[config.mk]
export PLATFORM = sky130hd
export DESIGN_NAME = vofs_top
export DESIGN_NICKNAME = d
export VERILOG_FILES = /design/src/hw/vofs_pkg.sv /design/src/hw/vofs_top.sv
export VERILOG_INCLUDE_DIRS = /design/src /design/src/hw
export SDC_FILE = /design/constraint.sdc
export NUM_CORES = 2
export LEC_CHECK = 0
export BUFFER_PORTS_ARGS = -buffer_cell sky130_fd_sc_hd__buf_2
export CAP_MARGIN = 40
export CORE_ASPECT_RATIO = 0.9
export CORE_MARGIN = 3
export CORE_UTILIZATION = 50
export CTS_CLUSTER_DIAMETER = 200
export CTS_CLUSTER_SIZE = 16
export DETAILED_ROUTE_END_ITERATION = 12
export PLACE_DENSITY = 0.68
export SLEW_MARGIN = 20
export SYNTH_ARGS = -nofsm -noshare
export SYNTH_HDL_FRONTEND = slang
export SYNTH_SLANG_ARGS = --single-unit
export TNS_END_PERCENT = 10
[constraint.sdc]
create_clock -name sys_clk -period 24 [get_ports sys_clk]
set_input_delay 4.8 -clock sys_clk [delete_from_list [all_inputs] [get_ports sys_clk]]
set_output_delay 4.8 -clock sys_clk [all_outputs]
set_load 0.02 [all_outputs]
[src/hw/vofs_defines.svh]
// constants for the valve output fault supervisor
`ifndef VOFS_DEFINES_SVH
`define VOFS_DEFINES_SVH
`define VOFS_OFF_CTRL      12'h000
`define VOFS_OFF_STATUS    12'h004
`define VOFS_OFF_MASK      12'h008
`define VOFS_OFF_PARAM     12'h00C
`define VOFS_OFF_HT_KEY    12'h010
`define VOFS_OFF_FAULTACT  12'h014
`define VOFS_OFF_THRESH    12'h018
`define VOFS_OFF_COUNT     12'h01C
`define VOFS_OFF_CHSEL     12'h020
`define VOFS_PB_PRIO       0
`define VOFS_PB_CMON       1
`define VOFS_PB_OMON       2
`define VOFS_PB_SCDET      3
`define VOFS_PB_RSTMODE    4
`define VOFS_PB_OCDET      5
`define VOFS_PB_CNTERR     6
`define VOFS_PARAM_RESET   32'h0000000E
`define VOFS_HT_KEY_VALUE  32'h0000A5C3
`define VOFS_CNT_SCALE     1000
`define VOFS_SAVE_PERIOD_S 30
`define VOFS_CLK_HZ        50000000
`define VOFS_SAVE_CYCLES   (`VOFS_SAVE_PERIOD_S * `VOFS_CLK_HZ)
`define VOFS_ST_CSUP       0
`define VOFS_ST_OSUP       1
`define VOFS_ST_SHORT      2
`define VOFS_ST_OPEN       3
`define VOFS_ST_CNT        4
`endif

[src/hw/vofs_pkg.sv]
// types for the valve output fault supervisor
package vofs_pkg;
    typedef enum logic [1:0] {
        VOFS_ACT_CLEAR = 2'h0,
        VOFS_ACT_HOLD  = 2'h1,
        VOFS_ACT_FORCE = 2'h2
    } vofs_action_e;
    typedef struct packed {
        logic cntr_err_en;
        logic open_det_en;
        logic short_manual;
        logic short_det_en;
        logic out_mon_en;
        logic ctrl_mon_en;
        logic prio_handheld;
    } vofs_param_s;
    typedef enum logic [2:0] {
        VOFS_SV_IDLE  = 3'b001,
        VOFS_SV_WRITE = 3'b010,
        VOFS_SV_NEXT  = 3'b100
    } vofs_save_e;
endpackage

[src/hw/vofs_top.sv]
// valve output fault supervisor with apb register slave
//
// Local design decisions: register access over APB and the placing of the registers.
`timescale 1ns/1ps
`include "vofs_defines.svh"
// Operation
// - fault output source chosen by priority bit: unit switch default, else handheld
// - per-channel fault action used only when handheld priority selected
// - on comm fault each output clears, holds or forces on; clear default
// - control supply monitor (default on) flags over 26V or under 20V
// - output supply monitor (default on) flags over 26V or under 21V
// - short detection (default on) flags a valve short circuit
// - auto restart clears short error once the short is gone
// - manual restart keeps short error until power is reapplied
// - open detection (default off) flags a disconnected valve per channel
// - each channel counts its own valve on operations
// - counter error (default off) flags when count exceeds threshold
// - threshold setting is scaled by one thousand operations
// - each count is saved to nonvolatile storage every thirty seconds
// - after power up counts resume from the saved values
// - parameters writable only by handheld terminal, never over fieldbus
module vofs_top #(
    parameter int          NCH         = 8,
    parameter int          CW          = 32,
    parameter logic [31:0] SAVE_CYCLES = 32'(`VOFS_SAVE_CYCLES)
) (
    input  wire logic            sys_clk,      // 50 MHz clock
    input  wire logic            rst,          // sync reset, high
    input  wire logic            psel,         // apb select
    input  wire logic            penable,      // apb access phase
    input  wire logic            pwrite,       // apb direction
    input  wire logic [11:0]     paddr,        // apb byte address
    input  wire logic [31:0]     pwdata,       // apb write data
    input  wire logic            ht_source,    // access from handheld
    output logic                 pready,       // apb ready
    output logic [31:0]          prdata,       // apb read data
    output logic                 pslverr,      // apb error
    input  wire logic            comm_ok,      // fieldbus link healthy
    input  wire logic [NCH-1:0]  bus_out,      // outputs from master
    input  wire logic [2*NCH-1:0] sw_action,   // unit switch actions
    input  wire logic            ctrl_v_high,  // control supply >26V
    input  wire logic            ctrl_v_low,   // control supply <20V
    input  wire logic            out_v_high,   // output supply >26V
    input  wire logic            out_v_low,    // output supply <21V
    input  wire logic            short_det,    // valve short seen
    input  wire logic [NCH-1:0]  open_det,     // valve open seen
    input  wire logic            nv_load,      // restore pulse
    input  wire logic [CW-1:0]   nv_rdata,     // restore count
    input  wire logic [$clog2(NCH)-1:0] nv_rch, // restore channel
    output logic                 nv_we,        // save strobe
    output logic [$clog2(NCH)-1:0] nv_wch,     // save channel
    output logic [CW-1:0]        nv_wdata,     // save count
    output logic [NCH-1:0]       valve_out,    // valve drives
    output logic                 ctrl_sup_err, // control supply error
    output logic                 out_sup_err,  // output supply error
    output logic                 short_err,    // short error
    output logic [NCH-1:0]       open_err,     // open errors
    output logic [NCH-1:0]       cnt_err,      // counter errors
    output logic                 irq           // interrupt level
);
    localparam int CHW = $clog2(NCH);

    logic [NCH-1:0]          out_reg, out_next;
    vofs_pkg::vofs_param_s   param_reg;
    logic [2*NCH-1:0]        faultact_reg;
    logic [15:0]             thresh_reg;
    logic [CHW-1:0]          chsel_reg;
    logic [4:0]              status_reg, mask_reg;
    logic [CW-1:0]           cnt_reg [NCH];
    logic [NCH-1:0]          prev_out_reg;
    logic                    short_latch_reg;
    logic [31:0]             save_tmr_reg;
    logic [CHW-1:0]          save_ch_reg;
    vofs_pkg::vofs_save_e    sv_state_reg;

    function automatic logic [1:0] act_of(input logic [2*NCH-1:0] v,
                                          input int ch);
        act_of = v[2*ch +: 2];
    endfunction

    // apb decode; one-cycle access, pready always high
    wire acc      = psel & penable;
    wire wr       = acc & pwrite;
    wire hit_ctrl = paddr == `VOFS_OFF_CTRL;
    wire hit_st   = paddr == `VOFS_OFF_STATUS;
    wire hit_mask = paddr == `VOFS_OFF_MASK;
    wire hit_par  = paddr == `VOFS_OFF_PARAM;
    wire hit_key  = paddr == `VOFS_OFF_HT_KEY;
    wire hit_fa   = paddr == `VOFS_OFF_FAULTACT;
    wire hit_th   = paddr == `VOFS_OFF_THRESH;
    wire hit_cnt  = paddr == `VOFS_OFF_COUNT;
    wire hit_cs   = paddr == `VOFS_OFF_CHSEL;
    wire mapped   = hit_ctrl | hit_st | hit_mask | hit_par | hit_key |
                    hit_fa | hit_th | hit_cnt | hit_cs;
    // parameter writes need handheld origin; fieldbus writes are refused
    wire par_hit  = hit_par | hit_fa | hit_th;
    wire par_wr   = wr & ht_source;
    wire refused  = wr & par_hit & ~ht_source;
    assign pready  = 1'b1;
    assign pslverr = acc & (~mapped | refused);

    // supervised event levels
    wire ev_csup  = param_reg.ctrl_mon_en & (ctrl_v_high | ctrl_v_low);
    wire ev_osup  = param_reg.out_mon_en & (out_v_high | out_v_low);
    wire ev_short = param_reg.short_det_en & short_det;
    wire [NCH-1:0] ev_open = {NCH{param_reg.open_det_en}} & open_det;
    wire [CW+15:0] lim = CW'(thresh_reg) * (CW+16)'(`VOFS_CNT_SCALE);
    logic [NCH-1:0] over;
    always_comb begin
        for (int i = 0; i < NCH; i++) begin
            over[i] = (CW+16)'(cnt_reg[i]) > lim;
        end
    end
    wire [NCH-1:0] ev_cnt = {NCH{param_reg.cntr_err_en}} & over;
    // short error: auto follows the detector, manual sticks until reset
    assign short_err = ev_short | (param_reg.short_manual & short_latch_reg);
    assign ctrl_sup_err = ev_csup;
    assign out_sup_err  = ev_osup;
    assign open_err     = ev_open;
    assign cnt_err      = ev_cnt;
    wire [4:0] ev_vec = {|ev_cnt, |ev_open, short_err, ev_osup, ev_csup};
    assign irq = |(status_reg & mask_reg);

    // output selection on comm fault
    always_comb begin
        for (int i = 0; i < NCH; i++) begin
            logic [1:0] a;
            a = param_reg.prio_handheld ? act_of(faultact_reg, i)
                                        : act_of(sw_action, i);
            if (comm_ok) begin
                out_next[i] = bus_out[i];
            end else if (a == 2'(vofs_pkg::VOFS_ACT_FORCE)) begin
                out_next[i] = 1'b1;
            end else if (a == 2'(vofs_pkg::VOFS_ACT_HOLD)) begin
                out_next[i] = out_reg[i];
            end else begin
                out_next[i] = 1'b0;
            end
        end
    end
    assign valve_out = out_reg;

    // register file; set beats write-one-clear in status
    always_ff @(posedge sys_clk) begin
        if (rst) begin
            param_reg    <= vofs_pkg::vofs_param_s'(7'(`VOFS_PARAM_RESET));
            faultact_reg <= '0;
            thresh_reg   <= 16'h0001;
            mask_reg     <= 5'h00;
            chsel_reg    <= '0;
            status_reg   <= 5'h00;
        end else begin
            if (par_wr && hit_par)
                param_reg <= vofs_pkg::vofs_param_s'(pwdata[6:0]);
            if (par_wr && hit_fa)
                faultact_reg <= pwdata[2*NCH-1:0];
            if (par_wr && hit_th && pwdata[15:0] != 16'h0000 &&
                pwdata[15:0] <= 16'hFDE8)
                thresh_reg <= pwdata[15:0];
            if (wr && hit_mask)
                mask_reg <= pwdata[4:0];
            if (wr && hit_cs)
                chsel_reg <= pwdata[CHW-1:0];
            status_reg <= (status_reg & ~((wr && hit_st) ? pwdata[4:0]
                                                          : 5'h00)) | ev_vec;
        end
    end

    // read mux, registered into prdata
    always_ff @(posedge sys_clk) begin
        if (rst) begin
            prdata <= 32'h00000000;
        end else if (psel && !penable && !pwrite) begin
            unique case (1'b1)
                hit_ctrl: prdata <= 32'({comm_ok, short_err, ev_osup, ev_csup});
                hit_st:   prdata <= 32'(status_reg);
                hit_mask: prdata <= 32'(mask_reg);
                hit_par:  prdata <= 32'(param_reg);
                hit_fa:   prdata <= 32'(faultact_reg);
                hit_th:   prdata <= 32'(thresh_reg);
                hit_cnt:  prdata <= 32'(cnt_reg[chsel_reg]);
                hit_cs:   prdata <= 32'(chsel_reg);
                default:  prdata <= 32'h00000000;
            endcase
        end
    end

    // outputs, short latch and per-channel on counters
    always_ff @(posedge sys_clk) begin
        if (rst) begin
            out_reg         <= '0;
            prev_out_reg    <= '0;
            short_latch_reg <= 1'b0;
        end else begin
            out_reg         <= out_next;
            prev_out_reg    <= out_reg;
            // in auto mode the latch follows the detector, so a stale
            // short from auto mode cannot surface when manual is chosen
            if (ev_short)
                short_latch_reg <= 1'b1;
            else if (!param_reg.short_manual)
                short_latch_reg <= 1'b0;
        end
    end
    always_ff @(posedge sys_clk) begin
        for (int i = 0; i < NCH; i++) begin
            if (rst)
                cnt_reg[i] <= '0;
            else if (nv_load && nv_rch == CHW'(i))
                cnt_reg[i] <= nv_rdata;
            else if (out_reg[i] && !prev_out_reg[i])
                cnt_reg[i] <= cnt_reg[i] + 1'b1;
        end
    end

    // save sequencer: one channel every two cycles every save period
    always_ff @(posedge sys_clk) begin
        if (rst) begin
            sv_state_reg <= vofs_pkg::VOFS_SV_IDLE;
            save_tmr_reg <= 32'h00000000;
            save_ch_reg  <= '0;
            nv_we        <= 1'b0;
            nv_wch       <= '0;
            nv_wdata     <= '0;
        end else begin
            nv_we <= 1'b0;
            unique case (sv_state_reg)
                vofs_pkg::VOFS_SV_IDLE: begin
                    if (save_tmr_reg == SAVE_CYCLES - 32'h1) begin
                        save_tmr_reg <= 32'h00000000;
                        save_ch_reg  <= '0;
                        sv_state_reg <= vofs_pkg::VOFS_SV_WRITE;
                    end else begin
                        save_tmr_reg <= save_tmr_reg + 32'h1;
                    end
                end
                vofs_pkg::VOFS_SV_WRITE: begin
                    // timer runs through the writes so the period is exact
                    save_tmr_reg <= save_tmr_reg + 32'h1;
                    nv_we        <= 1'b1;
                    nv_wch       <= save_ch_reg;
                    nv_wdata     <= cnt_reg[save_ch_reg];
                    sv_state_reg <= vofs_pkg::VOFS_SV_NEXT;
                end
                vofs_pkg::VOFS_SV_NEXT: begin
                    save_tmr_reg <= save_tmr_reg + 32'h1;
                    if (save_ch_reg == CHW'(NCH - 1)) begin
                        sv_state_reg <= vofs_pkg::VOFS_SV_IDLE;
                    end else begin
                        save_ch_reg  <= save_ch_reg + 1'b1;
                        sv_state_reg <= vofs_pkg::VOFS_SV_WRITE;
                    end
                end
            endcase
        end
    end

    // checks
    property p_refuse;
        @(posedge sys_clk) disable iff (rst)
        (wr && hit_par && !ht_source) |=> $stable(param_reg);
    endproperty
    a_refuse: assert property (p_refuse) else $error("fieldbus write");
    property p_clear;
        @(posedge sys_clk) disable iff (rst)
        (!comm_ok && !param_reg.prio_handheld && act_of(sw_action,0) == 2'h0)
            |=> !valve_out[0];
    endproperty
    a_clear: assert property (p_clear) else $error("clear failed");
    property p_force;
        @(posedge sys_clk) disable iff (rst)
        (!comm_ok && param_reg.prio_handheld && act_of(faultact_reg,0) == 2'h2)
            |=> valve_out[0];
    endproperty
    a_force: assert property (p_force) else $error("force failed");
    property p_hold;
        @(posedge sys_clk) disable iff (rst)
        (!comm_ok && param_reg.prio_handheld && act_of(faultact_reg,0) == 2'h1)
            |=> valve_out[0] == $past(valve_out[0]);
    endproperty
    a_hold: assert property (p_hold) else $error("hold failed");
    property p_csup;
        @(posedge sys_clk) disable iff (rst)
        ctrl_sup_err |-> (param_reg.ctrl_mon_en && (ctrl_v_high||ctrl_v_low));
    endproperty
    a_csup: assert property (p_csup) else $error("ctrl err");
    property p_osup;
        @(posedge sys_clk) disable iff (rst)
        out_sup_err |-> (param_reg.out_mon_en && (out_v_high || out_v_low));
    endproperty
    a_osup: assert property (p_osup) else $error("out err");
    property p_manual;
        @(posedge sys_clk) disable iff (rst)
        (param_reg.short_manual && short_err && !(par_wr && hit_par))
            |=> short_err;
    endproperty
    a_manual: assert property (p_manual) else $error("manual lost");
    property p_auto;
        @(posedge sys_clk) disable iff (rst)
        (!param_reg.short_manual && !short_det) |-> !short_err;
    endproperty
    a_auto: assert property (p_auto) else $error("auto stuck");
    property p_count;
        @(posedge sys_clk) disable iff (rst)
        (out_reg[0] && !prev_out_reg[0] && !nv_load)
            |=> cnt_reg[0] == $past(cnt_reg[0]) + 1'b1;
    endproperty
    a_count: assert property (p_count) else $error("count miss");
    // parameter gates: a disabled check must stay silent (short only with auto restart), an enabled open check follows its detector
    property p_short_off;
        @(posedge sys_clk) disable iff (rst)
        (!param_reg.short_det_en && !param_reg.short_manual) |-> !short_err;
    endproperty
    a_short_off: assert property (p_short_off) else $error("short off");
    property p_open_off;
        @(posedge sys_clk) disable iff (rst)
        !param_reg.open_det_en |-> open_err == '0;
    endproperty
    a_open_off: assert property (p_open_off) else $error("open off");
    property p_open_on;
        @(posedge sys_clk) disable iff (rst)
        param_reg.open_det_en |-> open_err == open_det;
    endproperty
    a_open_on: assert property (p_open_on) else $error("open on");
    property p_cnt_off;
        @(posedge sys_clk) disable iff (rst)
        !param_reg.cntr_err_en |-> cnt_err == '0;
    endproperty
    a_cnt_off: assert property (p_cnt_off) else $error("cnt off");
    // fieldbus writes to the other parameter words leave them untouched
    property p_refuse_ch;
        @(posedge sys_clk) disable iff (rst)
        (wr && (hit_fa || hit_th) && !ht_source)
            |=> ($stable(faultact_reg) && $stable(thresh_reg));
    endproperty
    a_refuse_ch: assert property (p_refuse_ch) else $error("bus set");
    property p_sticky;
        @(posedge sys_clk) disable iff (rst)
        (status_reg[2] && !(wr && hit_st && pwdata[2]))
            |=> status_reg[2];
    endproperty
    a_sticky: assert property (p_sticky) else $error("status lost");
    property p_save;
        @(posedge sys_clk) disable iff (rst)
        (sv_state_reg == vofs_pkg::VOFS_SV_WRITE) |=> nv_we;
    endproperty
    a_save: assert property (p_save) else $error("save miss");
    c_fault: cover property (@(posedge sys_clk) !comm_ok ##1 comm_ok);
    c_short: cover property (@(posedge sys_clk) short_err ##1 !short_det);
    c_save:  cover property (@(posedge sys_clk) nv_we);
    c_manual: cover property (@(posedge sys_clk)
        param_reg.short_manual && short_err && !short_det);
    c_refuse: cover property (@(posedge sys_clk) pslverr);
endmodule

# Word-level counts from Yosys, hierarchy flattened
# Memory sizes are Yosys's and may differ from the RTL's. A register that Yosys moved wholly into a read port is not among the register bits.
# Index checks and enable logic that the tools add are counted.
# totals
regBits	143
mem_bits_rw	256
in_bits	124
elab_cells	310
mem_count	1
# classes
n_addsub	10
mul	1
order_cmp	9
n_eq_ne	47
muxes	121
bitwise	48
n_reduce_logical	45
# mem_list
memory	words	word_bits	rd	rd_ports_with_merged_regs	wr	line	source
cnt_reg	8	32	10	2	8	vofs_top.sv:69	logic [CW-1:0] cnt_reg [NCH];
# op_table
op	count
two-way mux 32 bit	17
adder 32 x 1 -> 32 bit, second input constant	9
greater-than comparator 32 x 26 -> 1 bit	8
case mux 32 bit (8 select lines)	1
two-way mux 1 bit	85
case mux 32 bit (2 select lines)	1
equality test 12 x 5 -> 1 bit, second input constant	4
equality test 32 x 31 -> 1 bit, second input constant	1
OR 1 bit	30
logical AND 1 bit	26
equality test 12 x 4 -> 1 bit, second input constant	2
inequality test 3 bit, second input constant	8
multiplier 16 x 7 -> 23 bit, second input constant	1
equality test 3 bit, second input constant	6
two-way mux 2 bit	9
AND 8 bit	2
equality test 2 x 1 -> 1 bit, second input constant	8
equality test 2 bit, second input constant	8
<= comparator 16 bit, second input constant	1
nonzero test 16 bit	1
OR reduction 8 bit	2
two-way mux 3 bit	5
equality test 12 x 3 -> 1 bit, second input constant	1
equality test 12 x 6 -> 1 bit, second input constant	1
20 further kinds	44

# Depth between registers and ports, before layout
# depth
depth_word	12
mapped_depth	26
ltp_nobuf	26

# Worst setup path after synthesis
# OpenSTA, ideal clock, no wires.
# synth_timing
path_type	input port to output port
from	input port paddr[9]
to	output port pslverr
arrival_ns	6.902
required_ns	19.200
path_slack_ns	12.298
cell_stages	7
path_buffers	1
path_cell_list	or4_4 > nor3_1 > nand2_1 > nor3_1 > clkbuf_1 > o311ai_0 > a41oi_1
# synth_between
elab_chain_len	12
elab_cells_between_ends	24
cone_classes	eq/ne (8); bitwise (15); reduce/logical (1)
# synth_rtl
item	line	source
from (decl)	vofs_top.sv:32	input wire logic [11:0] paddr,
equality test 12 x 3 -> 1 bit (no line) or zero test 12 bit (tied branches)	--	
OR 1 bit (5 in a row)	vofs_top.sv:93	wire mapped = hit_ctrl | hit_st | hit_mask | hit_par | hit_key |
OR 1 bit (3 in a row)	vofs_top.sv:94	hit_fa | hit_th | hit_cnt | hit_cs;
NOT 1 bit	vofs_top.sv:100	assign pslverr = acc & (~mapped | refused);
OR 1 bit (*)	vofs_top.sv:100	
AND 1 bit (*)	vofs_top.sv:100	
to (decl)	vofs_top.sv:37	output logic pslverr,
# Every way passes the cells marked *; elsewhere a longest branch is shown, timed or not.

# Final worst setup path
# layout_timing
from	register thresh_reg[0]
to	output port cnt_err[1]
# layout_between
elab_chain_len	3
# layout_rtl
item	line	source
from (decl)	vofs_top.sv:66	logic [15:0] thresh_reg;
from (signal assigned)	vofs_top.sv:159	thresh_reg <= pwdata[15:0];
multiplier 16 x 7 -> 23 bit	vofs_top.sv:107	wire [CW+15:0] lim = CW'(thresh_reg) * (CW+16)'(`VOFS_CNT_SCALE);
greater-than comparator 32 x 26 -> 1 bit	vofs_top.sv:111	over[i] = (CW+16)'(cnt_reg[i]) > lim;
AND 8 bit	vofs_top.sv:114	wire [NCH-1:0] ev_cnt = {NCH{param_reg.cntr_err_en}} & over;
to (decl)	vofs_top.sv:58	output logic [NCH-1:0] cnt_err,
# No other way between the ends.

==> impl_metrics.ini <==
[outcome]
status = completed

[worst_setup_path]
cp_data_required_time_ps = 19200
end_kind = output port
crit_top_cell = fa_1
path_max_fanout = 12
critPathSlowestCell = o21ai_0
arrival_ps = 8540
crit_path_max_incr_delay_ps = 670
crit_path_start_kind = flop
path_class = reg2out

[synth]
yosys_warnings = 0
synth-main-ff-cell = edfxtp_1
synthCells = 3495
synth-edff-count = 256
synth_area_per_cell_um2 = 9.362
ys_types = 83
synth_seq_cells = 434
synth_nets = 3920
ys_seq_area_share_pct = 34.39
synthArstFlopShare_pct = 0
synth_area_um2 = 32720

[route]
drt_wl_total_mm = 102.4
antenna_left = 0
viasPerCell = 6.235
routedWlPerCell_um = 22.85
drc_errors = 0
drt_pass1_iterations = 7
drt-initial-drc-count = 3211
via_count = 27947

[layout]
largest_reg_flops = 256
final_layout_size_suffix_gt1_share_pct = 12.92
synthToLayoutAreaGrowth_pct = 8.451
final_common_cell = nand2_1
nets = 4028
layout_common_cells = 502 x nand2_1, 312 x nor2_1, 289 x o21ai_0
utilization_pct = 55.09

[placement]
port_buffers = 204
place.gp.congestion = 0.9366
dpl.hpwl_mm = 79.23

[sta]
min_period_ps = 13340
period_share_pct = 55.57
relSlewSlack_pct = 43.61
worst_pin_slew_ps = 837.0
fin_skew_ps = 30.44
clock.fmax_ghz = 0.07498
hold_ws_ps = 467.2
setup_viol = 0
hold_viol = 0
rsz0062_at_grt = false
drv_slew = 0
fin_setup_tns_ps = 0

[worst_hold_path]
min_path_type = reg2reg

[clocking]
cts.path.max_buffers = 3
path_clk_slew_ps = 70
cts_buffers = 31
cts_resized = 0
cts_root_buf = clkbuf_16
cts_sinks = 434
ctsHtreeMaxLevel = 1
cts_setup_buffers = 0
clkLatencyLatePin_ps = 630
cts_tree = done
holdBufCountCts = 0

[global_route]
grt_overflow_total = 0
grt_first_pass_wirelength_mm = 156.9
grt_max_degree = 82
grt_antenna_before_repair = 6
first_global_vias = 26219
grt_usage_pct = 29.42

[floorplanning]
die_h_um = 248.7
rows = 88
core_area_um2 = 64410
ioPinCount = 222
die_area_um2 = 68550
initial_core_util_pct = 50.80
die_w_um = 275.6

[power_and_ir_drop]
ir_drop_mv = 0.06445
p_leak_uw = 0.01281
powerDensity_nw_per_um2 = 46.01

[run]
maxCapViolCount = 0
-- final cells by class --
| type | instances | area [um^2] |
|---|---|---|
| fillers | 5822 | 28930 |
| multi-input cells | 2710 | 20190 |
| flip-flops and latches | 434 | 11270 |
| repair buffers | 255 | 1438 |
| well taps | 855 | 1070 |
| clock buffers | 52 | 854.6 |
| inverters | 171 | 641.9 |
| clock inverters | 1 | 16.27 |
| diodes | 4 | 10.01 |
-- synth_stat cells (6+ instances only) --
| library cell | instances | area share, % |
|---|---|---|
| nand4_1 | 80 | 1.5 |
| o21ai_0 | 289 | 4.4 |
| or3b_2 | 8 | 0.21 |
| nor2_1 | 313 | 3.6 |
| inv_1 | 171 | 2.0 |
| o211ai_1 | 12 | 0.28 |
| nand2b_1 | 10 | 0.19 |
| mux4_2 | 128 | 8.8 |
| nand3_1 | 110 | 1.7 |
| or3_1 | 6 | 0.11 |
| a32oi_1 | 7 | 0.19 |
| and2_1 | 17 | 0.33 |
| a21oi_1 | 152 | 2.3 |
| nand2_1 | 503 | 5.8 |
| clkbuf_1 | 130 | 1.5 |
| a22oi_1 | 8 | 0.18 |
| dfxtp_1 | 178 | 11 |
| a21o_1 | 27 | 0.62 |
| buf_2 | 8 | 0.12 |
| edfxtp_1 | 256 | 23 |
| nor3_1 | 58 | 0.89 |
| o32ai_1 | 7 | 0.19 |
| xor2_1 | 167 | 4.5 |
| mux2i_1 | 87 | 2.7 |
| nor4_1 | 21 | 0.40 |
| a211oi_1 | 60 | 1.4 |
| or2_2 | 6 | 0.11 |
| and4_1 | 24 | 0.64 |
| and3_1 | 52 | 0.99 |
| o31ai_1 | 9 | 0.21 |
| nor2b_1 | 21 | 0.40 |
| buf_1 | 37 | 0.42 |
| xnor2_1 | 122 | 3.3 |
| ha_1 | 247 | 9.4 |
| a221oi_1 | 9 | 0.24 |
| fa_1 | 54 | 3.3 |
-- metrics by stage --
stage	setup WS (ps)	cell area (um^2)	total power [uW]	cells
6_report	10660	35480	1633	4482
5_1_grt	10270	35480	1688	4481
4_1_cts	10760	35470	1629	4477
3_5_place_dp	11480	34600	1115	4424
3_3_place_gp	11460	34540	1109	4420
2_1_floorplan	12300	32720	1025	3495
-- layer usage --
metal / global-route usage [%] / share of wire [%] / vias to the layer above
met5: 0 / 0.013 / -
met4: 9.232 / 3.5 / 2
met3: 5.838 / 11 / 145
met2: 44.70 / 44 / 1394
met1: 42.28 / 41 / 13584
li1: - / - / 12822
-- power breakdown --
| part | internal (uW) | switching (uW) | leakage (uW) | total (uW) |
|---|---|---|---|---|
| Clock | 242 | 285 | 0.000414 | 527 |
| Sequential | 828 | 61.3 | 0.00413 | 890 |
| Combinational | 86.9 | 129 | 0.00827 | 216 |
| Total | 1160 | 475 | 0.0128 | 1630 |
-- cell families (layout without fill, tap and decap cells) --
logic type	count (synthesis)	count (layout)	synth area share [%]
other	1	5	0.01146
multiplexers	215	215	11.47
buffers and inverters	351	479	4.092
adder cells (fa/ha/maj)	306	306	12.91
flip-flops	434	434	34.39
AND/OR/NAND/NOR	1258	1258	17.72
AO/OA/AOI/OAI	641	641	11.67
XOR/XNOR	289	289	7.736
-- worst max-delay path: cells and delay by family (launching register included) --
family,cells,cell delay (ps)
compound gates,9,2330
flops,1,360
xor+xnor,1,110
buf+inv,6,870
fa+ha+maj,7,3030
simple gates,5,1190
-- worst paths after layout --
kind | startpoint | end | cells after the start | slack (ps)
min reg2reg | save_tmr_reg[0]$_SDFF_PP0_ | save_tmr_reg[0]$_SDFF_PP0_ | 1 | 470
max reg2reg | thresh_reg[0]$_SDFFE_PP1P_ | status_reg[4]$_SDFF_PP0_ | 27 | 15960
min | save_tmr_reg[0]$_SDFF_PP0_ | save_tmr_reg[0]$_SDFF_PP0_ | 1 | 470
max | thresh_reg[0]$_SDFFE_PP1P_ | cnt_err[1] | 28 | 10660
Power figures use the tool's default switching activity.
